<file path="src/hw/crf_pkg.sv">
// Purpose: Constants for the CPU register file and flag word
// Assumes: 16-bit data path, 20-bit program space
// Notes:   Register-port indices are the block's own numbering
package crf_pkg;
  // ---------------------------------------------------------------
  // Widths
  // ---------------------------------------------------------------
  localparam int unsigned CRF_WORD_W = 16;
  localparam int unsigned CRF_ADDR_W = 20;
  localparam int unsigned CRF_IDX_W  = 5;
  localparam int unsigned CRF_BANKS  = 2;

  // ---------------------------------------------------------------
  // Register indices on the software port
  // ---------------------------------------------------------------
  localparam logic [4:0] CRF_IDX_DATA0   = 5'h00;
  localparam logic [4:0] CRF_IDX_DATA1   = 5'h01;
  localparam logic [4:0] CRF_IDX_DATA2   = 5'h02;
  localparam logic [4:0] CRF_IDX_DATA3   = 5'h03;
  localparam logic [4:0] CRF_IDX_ADDR0   = 5'h04;
  localparam logic [4:0] CRF_IDX_ADDR1   = 5'h05;
  localparam logic [4:0] CRF_IDX_FRAME   = 5'h06;
  localparam logic [4:0] CRF_IDX_D0_HI   = 5'h08;
  localparam logic [4:0] CRF_IDX_D0_LO   = 5'h09;
  localparam logic [4:0] CRF_IDX_D1_HI   = 5'h0A;
  localparam logic [4:0] CRF_IDX_D1_LO   = 5'h0B;
  localparam logic [4:0] CRF_IDX_PC_LO   = 5'h10;
  localparam logic [4:0] CRF_IDX_PC_HI   = 5'h11;
  localparam logic [4:0] CRF_IDX_VEC_LO  = 5'h12;
  localparam logic [4:0] CRF_IDX_VEC_HI  = 5'h13;
  localparam logic [4:0] CRF_IDX_USP     = 5'h14;
  localparam logic [4:0] CRF_IDX_ISP     = 5'h15;
  localparam logic [4:0] CRF_IDX_STATIC  = 5'h16;
  localparam logic [4:0] CRF_IDX_FLAGS   = 5'h17;
  localparam logic [4:0] CRF_IDX_SP      = 5'h18;

  // ---------------------------------------------------------------
  // Flag word fields
  // ---------------------------------------------------------------
  localparam int unsigned CRF_FLG_CARRY  = 0;
  localparam int unsigned CRF_FLG_STEP   = 1;
  localparam int unsigned CRF_FLG_ZERO   = 2;
  localparam int unsigned CRF_FLG_SIGN   = 3;
  localparam int unsigned CRF_FLG_BANK   = 4;
  localparam int unsigned CRF_FLG_OVF    = 5;
  localparam int unsigned CRF_FLG_IEN    = 6;
  localparam int unsigned CRF_FLG_STACK  = 7;
  localparam int unsigned CRF_FLG_IPL_LO = 12;
  localparam int unsigned CRF_FLG_IPL_HI = 14;
  localparam logic [15:0] CRF_FLG_MASK   = 16'h70FF;
  localparam logic [15:0] CRF_FLG_RESET  = 16'h0000;
  localparam logic [15:0] CRF_WORD_RESET = 16'h0000;
  localparam logic [3:0]  CRF_NIB_RESET  = 4'h0;
  localparam logic [5:0]  CRF_SWI_LIMIT  = 6'h1F;
endpackage : crf_pkg

</file>
<file path="src/hw/crf_bank_store.sv">
// Purpose: Two banks of the seven banked 16-bit registers
// Assumes: One write port, full read visibility of the active bank
// Notes:   Byte enables let single byte halves be written
`timescale 1ns/100ps
`default_nettype none
module crf_bank_store #(
  parameter int unsigned NREG = 7
) (
  input  wire logic                  i_clk,
  input  wire logic                  i_srst,
  input  wire logic                  i_bank,
  input  wire logic                  i_we,
  input  wire logic [2:0]            i_idx,
  input  wire logic [1:0]            i_be,
  input  wire logic [15:0]           i_wdata,
  output logic      [NREG*16-1:0]    o_regs
);
  import crf_pkg::*;

  logic [15:0] bank_q [crf_pkg::CRF_BANKS][NREG];

  // ---------------------------------------------------------------
  // Storage
  // ---------------------------------------------------------------
  always_ff @(posedge i_clk) begin
    if (i_srst) begin
      for (int b = 0; b < CRF_BANKS; b++) begin
        for (int r = 0; r < NREG; r++) begin
          bank_q[b][r] <= CRF_WORD_RESET;
        end
      end
    end else if (i_we) begin
      // Unselected byte half keeps its value
      if (i_be[0]) begin
        bank_q[i_bank][i_idx][7:0] <= i_wdata[7:0];
      end
      if (i_be[1]) begin
        bank_q[i_bank][i_idx][15:8] <= i_wdata[15:8];
      end
    end
  end

  always_comb begin
    for (int r = 0; r < NREG; r++) begin
      o_regs[r*16 +: 16] = bank_q[i_bank][r];
    end
  end
endmodule : crf_bank_store
`default_nettype wire

</file>
<file path="src/hw/crf_register_file.sv">
// Purpose: CPU register set with banked registers and flag word
// Assumes: Execution unit drives write and flag-update strobes
// Notes:   Software port reads return data one cycle after the strobe
//
// The placing of the registers and the strobed register port were decided locally.
`timescale 1ns/100ps
`default_nettype none
module crf_register_file (
  input  wire logic                 i_clk,
  input  wire logic                 i_srst,
  // Software register port
  input  wire logic [4:0]           i_reg_addr,
  input  wire logic [15:0]          i_reg_wdata,
  input  wire logic                 i_reg_wr,
  input  wire logic                 i_reg_rd,
  output logic      [15:0]          o_reg_rdata,
  // Execution-side result and flag updates
  input  wire logic                 i_alu_flags_we,
  input  wire logic                 i_alu_carry,
  input  wire logic                 i_alu_zero,
  input  wire logic                 i_alu_sign,
  input  wire logic                 i_alu_ovf,
  input  wire logic                 i_long_data_we,
  input  wire logic                 i_long_data_sel,
  input  wire logic                 i_long_addr_we,
  input  wire logic [31:0]          i_long_wdata,
  input  wire logic                 i_pc_we,
  input  wire logic [19:0]          i_pc_wdata,
  input  wire logic                 i_sp_we,
  input  wire logic [15:0]          i_sp_wdata,
  input  wire logic                 i_insn_done,
  // Interrupt side
  input  wire logic                 i_irq_req,
  input  wire logic [2:0]           i_irq_level,
  input  wire logic                 i_irq_ack,
  input  wire logic                 i_step_ack,
  input  wire logic                 i_swi_exec,
  input  wire logic [5:0]           i_swi_num,
  // Views for the execution unit
  output logic      [31:0]          o_long_data_pair_low,
  output logic      [31:0]          o_long_data_pair_high,
  output logic      [31:0]          o_long_addr_pair,
  output logic      [15:0]          o_frame_base_pointer,
  output logic      [15:0]          o_static_base_pointer,
  output logic      [15:0]          o_active_stack_pointer,
  output logic      [19:0]          o_program_counter,
  output logic      [19:0]          o_vector_table_base,
  output logic      [15:0]          o_processor_flag_word,
  output logic                      o_step_irq,
  output logic                      o_irq_accept
);
  import crf_pkg::*;

  // ---------------------------------------------------------------
  // State
  // ---------------------------------------------------------------
  logic [15:0]  flags_q;
  logic [19:0]  pc_q;
  logic [19:0]  vec_q;
  logic [15:0]  usp_q;
  logic [15:0]  isp_q;
  logic [15:0]  sb_q;
  logic [15:0]  rdata_q;
  logic         step_q;
  logic         accept_q;
  logic [111:0] banked;
  logic         bank_we;
  logic [2:0]   bank_idx;
  logic [1:0]   bank_be;
  logic [15:0]  bank_wdata;
  logic         irq_take;
  logic         clr_stack;

  function automatic logic [15:0] reg_at(input logic [111:0] r, input logic [2:0] i);
    reg_at = r[i*16 +: 16];
  endfunction : reg_at

  // ---------------------------------------------------------------
  // Bank write steering
  // ---------------------------------------------------------------
  // Long writes take priority over the software port since they
  // come from a completing instruction.
  always_comb begin
    bank_we    = 1'b0;
    bank_idx   = 3'h0;
    bank_be    = 2'h3;
    bank_wdata = i_reg_wdata;
    if (i_reg_wr) begin
      case (i_reg_addr)
        CRF_IDX_DATA0, CRF_IDX_DATA1, CRF_IDX_DATA2, CRF_IDX_DATA3,
        CRF_IDX_ADDR0, CRF_IDX_ADDR1, CRF_IDX_FRAME: begin
          bank_we  = 1'b1;
          bank_idx = i_reg_addr[2:0];
        end
        CRF_IDX_D0_HI, CRF_IDX_D1_HI: begin
          bank_we    = 1'b1;
          bank_idx   = {2'h0, i_reg_addr[1]};
          bank_be    = 2'h2;
          bank_wdata = {i_reg_wdata[7:0], 8'h00};
        end
        CRF_IDX_D0_LO, CRF_IDX_D1_LO: begin
          bank_we    = 1'b1;
          bank_idx   = {2'h0, i_reg_addr[1]};
          bank_be    = 2'h1;
          bank_wdata = {8'h00, i_reg_wdata[7:0]};
        end
        default: bank_we = 1'b0;
      endcase
    end
  end

  // A 32-bit write needs two ports; the store takes one, so the
  // long path writes the low half here and the high half is
  // handled by the second instance below.
  logic [111:0] banked_hi;
  logic         long_we;
  logic [2:0]   long_lo_idx;
  logic [2:0]   long_hi_idx;

  always_comb begin
    long_we     = i_long_data_we | i_long_addr_we;
    long_lo_idx = CRF_IDX_DATA0[2:0];
    long_hi_idx = CRF_IDX_DATA2[2:0];
    if (i_long_addr_we) begin
      long_lo_idx = CRF_IDX_ADDR0[2:0];
      long_hi_idx = CRF_IDX_ADDR1[2:0];
    end else if (i_long_data_sel) begin
      long_lo_idx = CRF_IDX_DATA1[2:0];
      long_hi_idx = CRF_IDX_DATA3[2:0];
    end
  end

  // Low halves and software writes share one store, high halves of
  // a long write go to a shadow store; reads merge by last writer.
  logic [6:0] hi_valid_q;
  logic [6:0] lo_hit;
  logic [6:0] hi_hit;

  crf_bank_store #(.NREG(7)) u_store (
    .i_clk   (i_clk),
    .i_srst  (i_srst),
    .i_bank  (flags_q[CRF_FLG_BANK]),
    .i_we    (long_we | bank_we),
    .i_idx   (long_we ? long_lo_idx : bank_idx),
    .i_be    (long_we ? 2'h3 : bank_be),
    .i_wdata (long_we ? i_long_wdata[15:0] : bank_wdata),
    .o_regs  (banked)
  );

  crf_bank_store #(.NREG(7)) u_store_hi (
    .i_clk   (i_clk),
    .i_srst  (i_srst),
    .i_bank  (flags_q[CRF_FLG_BANK]),
    .i_we    (long_we),
    .i_idx   (long_hi_idx),
    .i_be    (2'h3),
    .i_wdata (i_long_wdata[31:16]),
    .o_regs  (banked_hi)
  );

  always_comb begin
    lo_hit = '0;
    hi_hit = '0;
    if (long_we) begin
      hi_hit[long_hi_idx] = 1'b1;
      lo_hit[long_lo_idx] = 1'b1;
    end else if (bank_we) begin
      lo_hit[bank_idx] = 1'b1;
    end
  end

  // Per bank, remember which store last wrote each register
  logic [6:0] hi_valid_b_q [2];
  always_ff @(posedge i_clk) begin
    if (i_srst) begin
      hi_valid_b_q[0] <= '0;
      hi_valid_b_q[1] <= '0;
    end else begin
      hi_valid_b_q[flags_q[CRF_FLG_BANK]] <=
        (hi_valid_b_q[flags_q[CRF_FLG_BANK]] & ~lo_hit) | hi_hit;
    end
  end
  assign hi_valid_q = hi_valid_b_q[flags_q[CRF_FLG_BANK]];

  function automatic logic [15:0] bank_word(input logic [2:0] i);
    bank_word = hi_valid_q[i] ? reg_at(banked_hi, i) : reg_at(banked, i);
  endfunction : bank_word

  // ---------------------------------------------------------------
  // Interrupt decision
  // ---------------------------------------------------------------
  assign irq_take  = i_irq_req & flags_q[CRF_FLG_IEN]
                   & (i_irq_level > flags_q[CRF_FLG_IPL_HI:CRF_FLG_IPL_LO]);
  assign clr_stack = i_irq_ack | (i_swi_exec & (i_swi_num <= CRF_SWI_LIMIT));

  // ---------------------------------------------------------------
  // Flag word
  // ---------------------------------------------------------------
  always_ff @(posedge i_clk) begin
    if (i_srst) begin
      flags_q <= CRF_FLG_RESET;
    end else begin
      if (i_reg_wr && i_reg_addr == CRF_IDX_FLAGS) begin
        flags_q <= i_reg_wdata & CRF_FLG_MASK;
      end
      if (i_alu_flags_we) begin
        flags_q[CRF_FLG_CARRY] <= i_alu_carry;
        flags_q[CRF_FLG_ZERO]  <= i_alu_zero;
        flags_q[CRF_FLG_SIGN]  <= i_alu_sign;
        flags_q[CRF_FLG_OVF]   <= i_alu_ovf;
      end
      if (i_step_ack) begin
        flags_q[CRF_FLG_STEP] <= 1'b0;
      end
      if (i_irq_ack || i_step_ack) begin
        flags_q[CRF_FLG_IEN] <= 1'b0;
      end
      if (clr_stack) begin
        flags_q[CRF_FLG_STACK] <= 1'b0;
      end
    end
  end

  // ---------------------------------------------------------------
  // Program counter and vector base
  // ---------------------------------------------------------------
  always_ff @(posedge i_clk) begin
    if (i_srst) begin
      pc_q <= {CRF_NIB_RESET, CRF_WORD_RESET};
    end else if (i_pc_we) begin
      pc_q <= i_pc_wdata;
    end else if (i_reg_wr && i_reg_addr == CRF_IDX_PC_LO) begin
      pc_q[15:0] <= i_reg_wdata;
    end else if (i_reg_wr && i_reg_addr == CRF_IDX_PC_HI) begin
      pc_q[19:16] <= i_reg_wdata[3:0];
    end
  end

  always_ff @(posedge i_clk) begin
    if (i_srst) begin
      vec_q <= {CRF_NIB_RESET, CRF_WORD_RESET};
    end else if (i_reg_wr && i_reg_addr == CRF_IDX_VEC_LO) begin
      vec_q[15:0] <= i_reg_wdata;
    end else if (i_reg_wr && i_reg_addr == CRF_IDX_VEC_HI) begin
      vec_q[19:16] <= i_reg_wdata[3:0];
    end
  end

  // ---------------------------------------------------------------
  // Stack pointers and static base
  // ---------------------------------------------------------------
  always_ff @(posedge i_clk) begin
    if (i_srst) begin
      usp_q <= CRF_WORD_RESET;
      isp_q <= CRF_WORD_RESET;
    end else if (i_sp_we) begin
      // Push and pop only move the pointer the flag selects
      if (flags_q[CRF_FLG_STACK]) begin
        usp_q <= i_sp_wdata;
      end else begin
        isp_q <= i_sp_wdata;
      end
    end else if (i_reg_wr && i_reg_addr == CRF_IDX_USP) begin
      usp_q <= i_reg_wdata;
    end else if (i_reg_wr && i_reg_addr == CRF_IDX_ISP) begin
      isp_q <= i_reg_wdata;
    end
  end

  always_ff @(posedge i_clk) begin
    if (i_srst) begin
      sb_q <= CRF_WORD_RESET;
    end else if (i_reg_wr && i_reg_addr == CRF_IDX_STATIC) begin
      sb_q <= i_reg_wdata;
    end
  end

  // ---------------------------------------------------------------
  // Interrupt outputs
  // ---------------------------------------------------------------
  always_ff @(posedge i_clk) begin
    if (i_srst) begin
      step_q   <= 1'b0;
      accept_q <= 1'b0;
    end else begin
      step_q   <= i_insn_done & flags_q[CRF_FLG_STEP];
      accept_q <= irq_take;
    end
  end

  // ---------------------------------------------------------------
  // Software read port
  // ---------------------------------------------------------------
  always_ff @(posedge i_clk) begin
    if (i_srst) begin
      rdata_q <= CRF_WORD_RESET;
    end else if (i_reg_rd) begin
      case (i_reg_addr)
        CRF_IDX_DATA0, CRF_IDX_DATA1, CRF_IDX_DATA2, CRF_IDX_DATA3,
        CRF_IDX_ADDR0, CRF_IDX_ADDR1, CRF_IDX_FRAME:
          rdata_q <= bank_word(i_reg_addr[2:0]);
        CRF_IDX_D0_HI: rdata_q <= bank_word(3'h0) >> 8;
        CRF_IDX_D0_LO: rdata_q <= bank_word(3'h0) & 16'h00FF;
        CRF_IDX_D1_HI: rdata_q <= bank_word(3'h1) >> 8;
        CRF_IDX_D1_LO: rdata_q <= bank_word(3'h1) & 16'h00FF;
        CRF_IDX_PC_LO:  rdata_q <= pc_q[15:0];
        CRF_IDX_PC_HI:  rdata_q <= {12'h000, pc_q[19:16]};
        CRF_IDX_VEC_LO: rdata_q <= vec_q[15:0];
        CRF_IDX_VEC_HI: rdata_q <= {12'h000, vec_q[19:16]};
        CRF_IDX_USP:    rdata_q <= usp_q;
        CRF_IDX_ISP:    rdata_q <= isp_q;
        CRF_IDX_STATIC: rdata_q <= sb_q;
        CRF_IDX_FLAGS:  rdata_q <= flags_q;
        CRF_IDX_SP:     rdata_q <= flags_q[CRF_FLG_STACK] ? usp_q : isp_q;
        default:        rdata_q <= CRF_WORD_RESET;
      endcase
    end
  end

  // ---------------------------------------------------------------
  // Outputs
  // ---------------------------------------------------------------
  // Bank and stack-pointer views lag the registers by one cycle so every output is a flop
  always_ff @(posedge i_clk) begin
    if (i_srst) begin
      o_long_data_pair_low   <= {CRF_WORD_RESET, CRF_WORD_RESET};
      o_long_data_pair_high  <= {CRF_WORD_RESET, CRF_WORD_RESET};
      o_long_addr_pair       <= {CRF_WORD_RESET, CRF_WORD_RESET};
      o_frame_base_pointer   <= CRF_WORD_RESET;
      o_active_stack_pointer <= CRF_WORD_RESET;
    end else begin
      o_long_data_pair_low   <= {bank_word(3'h2), bank_word(3'h0)};
      o_long_data_pair_high  <= {bank_word(3'h3), bank_word(3'h1)};
      o_long_addr_pair       <= {bank_word(3'h5), bank_word(3'h4)};
      o_frame_base_pointer   <= bank_word(3'h6);
      o_active_stack_pointer <= flags_q[CRF_FLG_STACK] ? usp_q : isp_q;
    end
  end
  assign o_reg_rdata            = rdata_q;
  assign o_static_base_pointer  = sb_q;
  assign o_program_counter      = pc_q;
  assign o_vector_table_base    = vec_q;
  assign o_processor_flag_word  = flags_q;
  assign o_step_irq             = step_q;
  assign o_irq_accept           = accept_q;
endmodule : crf_register_file
`default_nettype wire

</file>
<file path="config.mk">
export PLATFORM = sky130hd
export DESIGN_NAME = crf_register_file
export DESIGN_NICKNAME = d
export VERILOG_FILES = /design/src/hw/crf_pkg.sv /design/src/hw/crf_bank_store.sv /design/src/hw/crf_register_file.sv
export SDC_FILE = /design/constraint.sdc
export NUM_CORES = 1
export LEC_CHECK = 0
export BUFFER_PORTS_ARGS = -buffer_cell sky130_fd_sc_hd__buf_2
export CAP_MARGIN = 20
export CELL_PAD_IN_SITES_DETAIL_PLACEMENT = 1
export CELL_PAD_IN_SITES_GLOBAL_PLACEMENT = 2
export CORE_AREA = 2 2 266 268
export CTS_CLUSTER_SIZE = 20
export DETAILED_ROUTE_END_ITERATION = 6
export DIE_AREA = 0 0 268 270
export GPL_TIMING_DRIVEN = 0
export PLACE_DENSITY_LB_ADDON = 0.1
export SYNTH_ARGS = -nofsm -noshare
export SYNTH_HDL_FRONTEND = slang
export SYNTH_SLANG_ARGS = --single-unit
</file>
<file path="constraint.sdc">
create_clock -name i_clk -period 4.8 [get_ports i_clk]
set_clock_uncertainty 0.1 [all_clocks]
set_input_delay 0.48 -clock i_clk [delete_from_list [all_inputs] [get_ports i_clk]]
set_output_delay 0.48 -clock i_clk [all_outputs]
set_load 0.05 [all_outputs]
</file>
Yosys cells after proc, flatten, opt, wreduce, memory -nomap -nowiden

Memory sizes are Yosys's and may differ from the RTL's. A register that Yosys moved wholly into a read port is not among the register bits.
Cells that the tools add are included.

Flip-flop bits (word level): 245
Bits in writable memories: 462
Memories kept: 3

$lt $le $gt $ge: 13
Equal/unequal tests: 23
Shift-type cells: 2
Muxes and demuxes: 313
Bitwise logic cells: 237
Reductions and logical operators: 35

Memories:

| name              | words | bits a word | rd ports | clocked after Yosys merged registers in | write ports | RTL line                 | RTL |
|---|---|---|---|---|---|---|---|
| u_store.bank_q    | 2     | 112         | 1        | 1                                       | 2           | crf_bank_store.sv:20     | `logic [15:0] bank_q [crf_pkg::CRF_BANKS][NREG];` |
| u_store_hi.bank_q | 2     | 112         | 1        | 1                                       | 2           | crf_bank_store.sv:20     |  |
| hi_valid_b_q      | 2     | 7           | 1        | 1                                       | 2           | crf_register_file.sv:173 | `logic [6:0] hi_valid_b_q [2];` |

Operators with widths:

| operator             | number |
|---|---|
| $mux W112            | 8 |
| $mux W16             | 21 |
| $mux W1              | 255 |
| $or A1 B1 Y1         | 227 |
| $pmux W16 S14        | 1 |
| $reduce_or A112 Y1   | 2 |
| $shiftx A112 B8 Y16  | 2 |
| $demux W16 S3        | 4 |
| $eq A5 B5 Y1 const B | 9 |
| $pmux W16 S2         | 1 |
| $mux W7              | 4 |
| $eq A5 B4 Y1 const B | 4 |
| $mux W20             | 1 |
| $lt A3 B4 Y1 const B | 4 |
| $mux W8              | 2 |
| $eq A5 B3 Y1 const B | 3 |
| $reduce_or A7 Y1     | 2 |
| $logic_and A1 B1 Y1  | 13 |
| $mux W3              | 4 |
| $reduce_or A11 Y1    | 1 |
| $eq A5 B2 Y1 const B | 2 |
| $reduce_bool A2 Y1   | 5 |
| $reduce_or A2 Y1     | 5 |
| $demux W1 S3         | 3 |
| other kinds (25)     | 40 |

Longest topological paths before layout

Depth in word-level cells: 14
Gate-level depth with buffers: 12
Gate-level depth less buffers: 7

Hierarchy

Synthesis repeated with hierarchy kept, for this count alone.

Cell total of the unflattened synthesis: 2988
Area, all modules: 32726.4 µm²

By module, submodules not included:

| module                       | instances | cells each | area an instance (µm²) | seq. area each (µm²) |
|---|---|---|---|---|
| crf_register_file            | 1         | 1722       | 13226.4                | 5345.1 |
| crf_bank_store at u_store_hi | 1         | 631        | 9855.7                 | 6726.5 |
| crf_bank_store at u_store    | 1         | 635        | 9644.2                 | 6726.5 |

Least setup slack after synthesis

Ideal clock, no wire load.

Path type: in2reg
From: in i_reg_addr[1]
To: mem u_store.bank_q[1][64] in the netlist's numbering (enable)
Library setup time: 0.370 ns
Arrival: 2.257 ns
Required time: 4.330 ns
Setup slack: 2.073 ns
Cell stages on the path: 7
Path buffers: 2
Path through: buf_2 -> buf_1 -> nand4_1 -> or2_2 -> nor2_1 -> a21oi_1 -> nor2_1

RTL lines:

| what        | RTL line                | RTL |
|---|---|---|
| from (decl) | crf_register_file.sv:12 | `input wire logic [4:0] i_reg_addr,` |
| to (decl)   | crf_bank_store.sv:20    |  |

==> flow_summary.toml <==
[finish]
drive_gt1_share_pct = 20.9
utilization_pct = 50.2
final_design_area_no_fill_um2 = 34900
nNetsFinal = 3104
finish.cell_count_without_fillers = 3988
syn2layout_area_growth_pct = 20.7
num-fill-cells = 7527

[worst_setup_path]
critPathKind = "register to register"
endpoint_kind = "register"
worstPathMaxFanout = 15
timing.critical_path.arrival_ps = 4790
type_of_origin_of_the_critical_path = "register"
required_ps = 4970

[timing]
setup_ws_ps = 188
grt_setup_unrepaired = "no"
period_needed_ps = 4610
finalCritPeriodShare_pct = 96.1
finalHoldViolations = 0
fin_hold_ws_ps = 16.0
slew_headroom_pct = 10.4
worst_slew_pin_slew_ps = 1340
timing.setup.tns_ps = 0
achievable-frequency_ghz = 0.217
report.final.setup_viol = 0
drv_slew = 0

[pwr]
vdd.ir_drop.worst_uv = 319
power.static_leakage_nw = 13.3
power_density_cells_nw_per_um2 = 408
report.power.total_mw = 14.3

[place]
buffers_on_ports = 313
dp_hpwl_mm = 117
numPlacedInstances = 3829
routabilityCongestion = 1.01
cell_area_reported_after_detailed_placement_um2 = 32200
minimum_setup_slack_after_placement_ps = 89.2

[synthesis]
postSynthRegisterBits = 644
netlist_area_um2 = 28900
yosys_warnings = 0
async_flop_share_pct = 0
synth_seq_area_share_pct = 58.4
synth_area_leaders = "sky130_fd_sc_hd__edfxtp_1 (41%), sky130_fd_sc_hd__dfxtp_1 (17%), sky130_fd_sc_hd__mux2i_1 (5.8%)"
postSynth.topFlopCell = "sky130_fd_sc_hd__edfxtp_1"
synth.distinct_cells = 80
synth_edf_count = 398
yosys.area.top_type_share_pct = 41.3
synth_top_area_cell = "sky130_fd_sc_hd__edfxtp_1"
syn_inst = 2512
synth_area_per_cell_um2 = 11.5
synth_top_cells_by_count = "sky130_fd_sc_hd__edfxtp_1 (398), sky130_fd_sc_hd__nor2_1 (327), sky130_fd_sc_hd__dfxtp_1 (246)"
post-synth-top-count-cell = "sky130_fd_sc_hd__edfxtp_1"

[route]
route.antenna.remaining_nets = 0
routed_wire_length_mm = 151
post_drt_via_cell_ratio = 6.35
drt_iter0_markers = 3253
vias = 25300
wire_per_inst_um = 38.0
first_pass_iteration_count_of_the_detailed_router = 6
drcViolationCount = 0

[clock_network]
ctsLongestPathBuffers = 3
resize_count_post_cts = 0
clkSinkCount = 644
cts.reportedPaths.clkPinSlew_ps = 60
cts_inserted_buffers = 73
tritoncts_clock_tree = "built"
number_of_h_tree_branching_levels = 3
worstSkewPairLatency_ps = 650
root_buffer = "sky130_fd_sc_hd__clkbuf_16"

[die]
placeableCoreArea_um2 = 69500
dieWidth_um = 268
die_area_um2 = 72400
io_pins = 335
die_h_um = 270
effective_utilization_at_floorplan_pct = 41.6
rows = 97

[global_routing]
grt_pass1_vias = 25300
grt_first_pass_wirelength_mm = 204
grt_max_degree = 17
global_route_usage_over_all_layers_pct = 41.2
grt_overflow = 0
grt_antenna_before_repair = 13

[run_status]
status = "finished, final reports clean"

[job]
timing.max_cap.violations = 0

[worst_hold_path]
hold_path_class = "primary input to register"
-- cells in the final DEF, fill, tap and decap left out, drive strengths merged, types with 10 or more instances in the layout --
cell         Yosys  layout
mux4            52      52
clkbuf         137     239
a221oi          15      15
o211ai          12      12
o21ai           41      41
a21oi          146     146
nand2b          23      23
clkinv           1      23
nand4           12      12
a222oi          14      14
and2            43      43
a211oi         182     182
o31ai           17      17
nand3           61      61
a21o            17      17
nand2          174     174
inv             26      28
mux2            52      52
conb             1      37
buf             66     409
dfxtp          246     246
dlygate4sd3      0      17
nor3            33      33
and3            46      46
nor2b           69      69
edfxtp         398     398
a22oi           10      10
mux2i          169     169
nor2           328     328
o22ai           15      15
-- power by group --
group | switching, mW | leakage (nW) | internal, mW
logic | 1.47 | 6.10 | 0.474
clock network | 2.48 | 1.21 | 3.40
registers | 0.196 | 5.95 | 6.24
total | 4.14 | 13.3 | 10.1
-- logic make-up (layout without fill, tap and decap cells) --
group	after synthesis	count (layout)	synth area share, %
muxes	273	273	12.0
buffers and inverters	230	727	3.37
other	1	40	0.0130
adders and majority gates	3	3	0.130
AOI/OAI and AO/OA	539	539	12.9
and+or+nand+nor	822	822	13.3
DFF	644	644	58.4
-- critical path, cell delays in order, from the launching register on --
cell and delay, ps:
sky130_fd_sc_hd__dfxtp_1 370, sky130_fd_sc_hd__nor2_1 640, sky130_fd_sc_hd__clkinv_1 800, sky130_fd_sc_hd__nor2_1 810, sky130_fd_sc_hd__and2_0 440, sky130_fd_sc_hd__nand2_1 440, sky130_fd_sc_hd__nand2b_1 640
-- timing repair --
action                    4_1_cts  5_1_grt
hold endpoints to repair       17        0
hold buffers                   17        0
setup buffers                   0        0
-- state kept, by name, summed over array words and instances (netlist names), named ones only --
signal	flops
u_store.bank_q	224
u_store_hi.bank_q	160
o_long_addr_pair	32
o_long_data_pair_high	32
o_long_data_pair_low	32
o_program_counter	20
o_vector_table_base	20
isp_q	16
o_active_stack_pointer	16
o_frame_base_pointer	16
o_reg_rdata	16
o_static_base_pointer	16
usp_q	16
hi_valid_b_q	14
o_processor_flag_word	11
o_irq_accept	1
o_step_irq	1
-- layer usage --
layer  GRT usage (%)  wire, um  vias up  share of wire [%]
li1                -         -    10300                  -
met1            50.8     57100    12900                 38
met2            66.3     70200     1665                 46
met3            7.39     12700      443                8.4
met4            26.8     11400       16                7.5
met5               0       115        -              0.076
-- cell type report --
type                            count  area (um2)  area share (%)
Antenna cell                        3        7.51          0.0215
Buffer                            203         872            2.50
Clock buffer                      102        2080            5.96
Clock inverter                     34         437            1.25
Inverter                           27         101           0.290
Multi-Input combinational cell   1674       11300            32.3
Sequential cell                   644       16900            48.4
Tap cell                          940        1180            3.37
Timing Repair Buffer              361        2080            5.97
-- path summary, 6_finish.rpt --
path                                               start                       to  slack [ps]  depth (start not counted)
worst max-delay path            o_processor_flag_word[4]    u_store.bank_q[0][76]         190                          6
worst min-delay path                      i_pc_wdata[13]    o_program_counter[13]          20                          3
worst min register to register   o_vector_table_base[12]  o_vector_table_base[12]         380                          2
worst max register to register  o_processor_flag_word[4]    u_store.bank_q[0][76]         190                          6
Power figures use the tool's default switching activity.
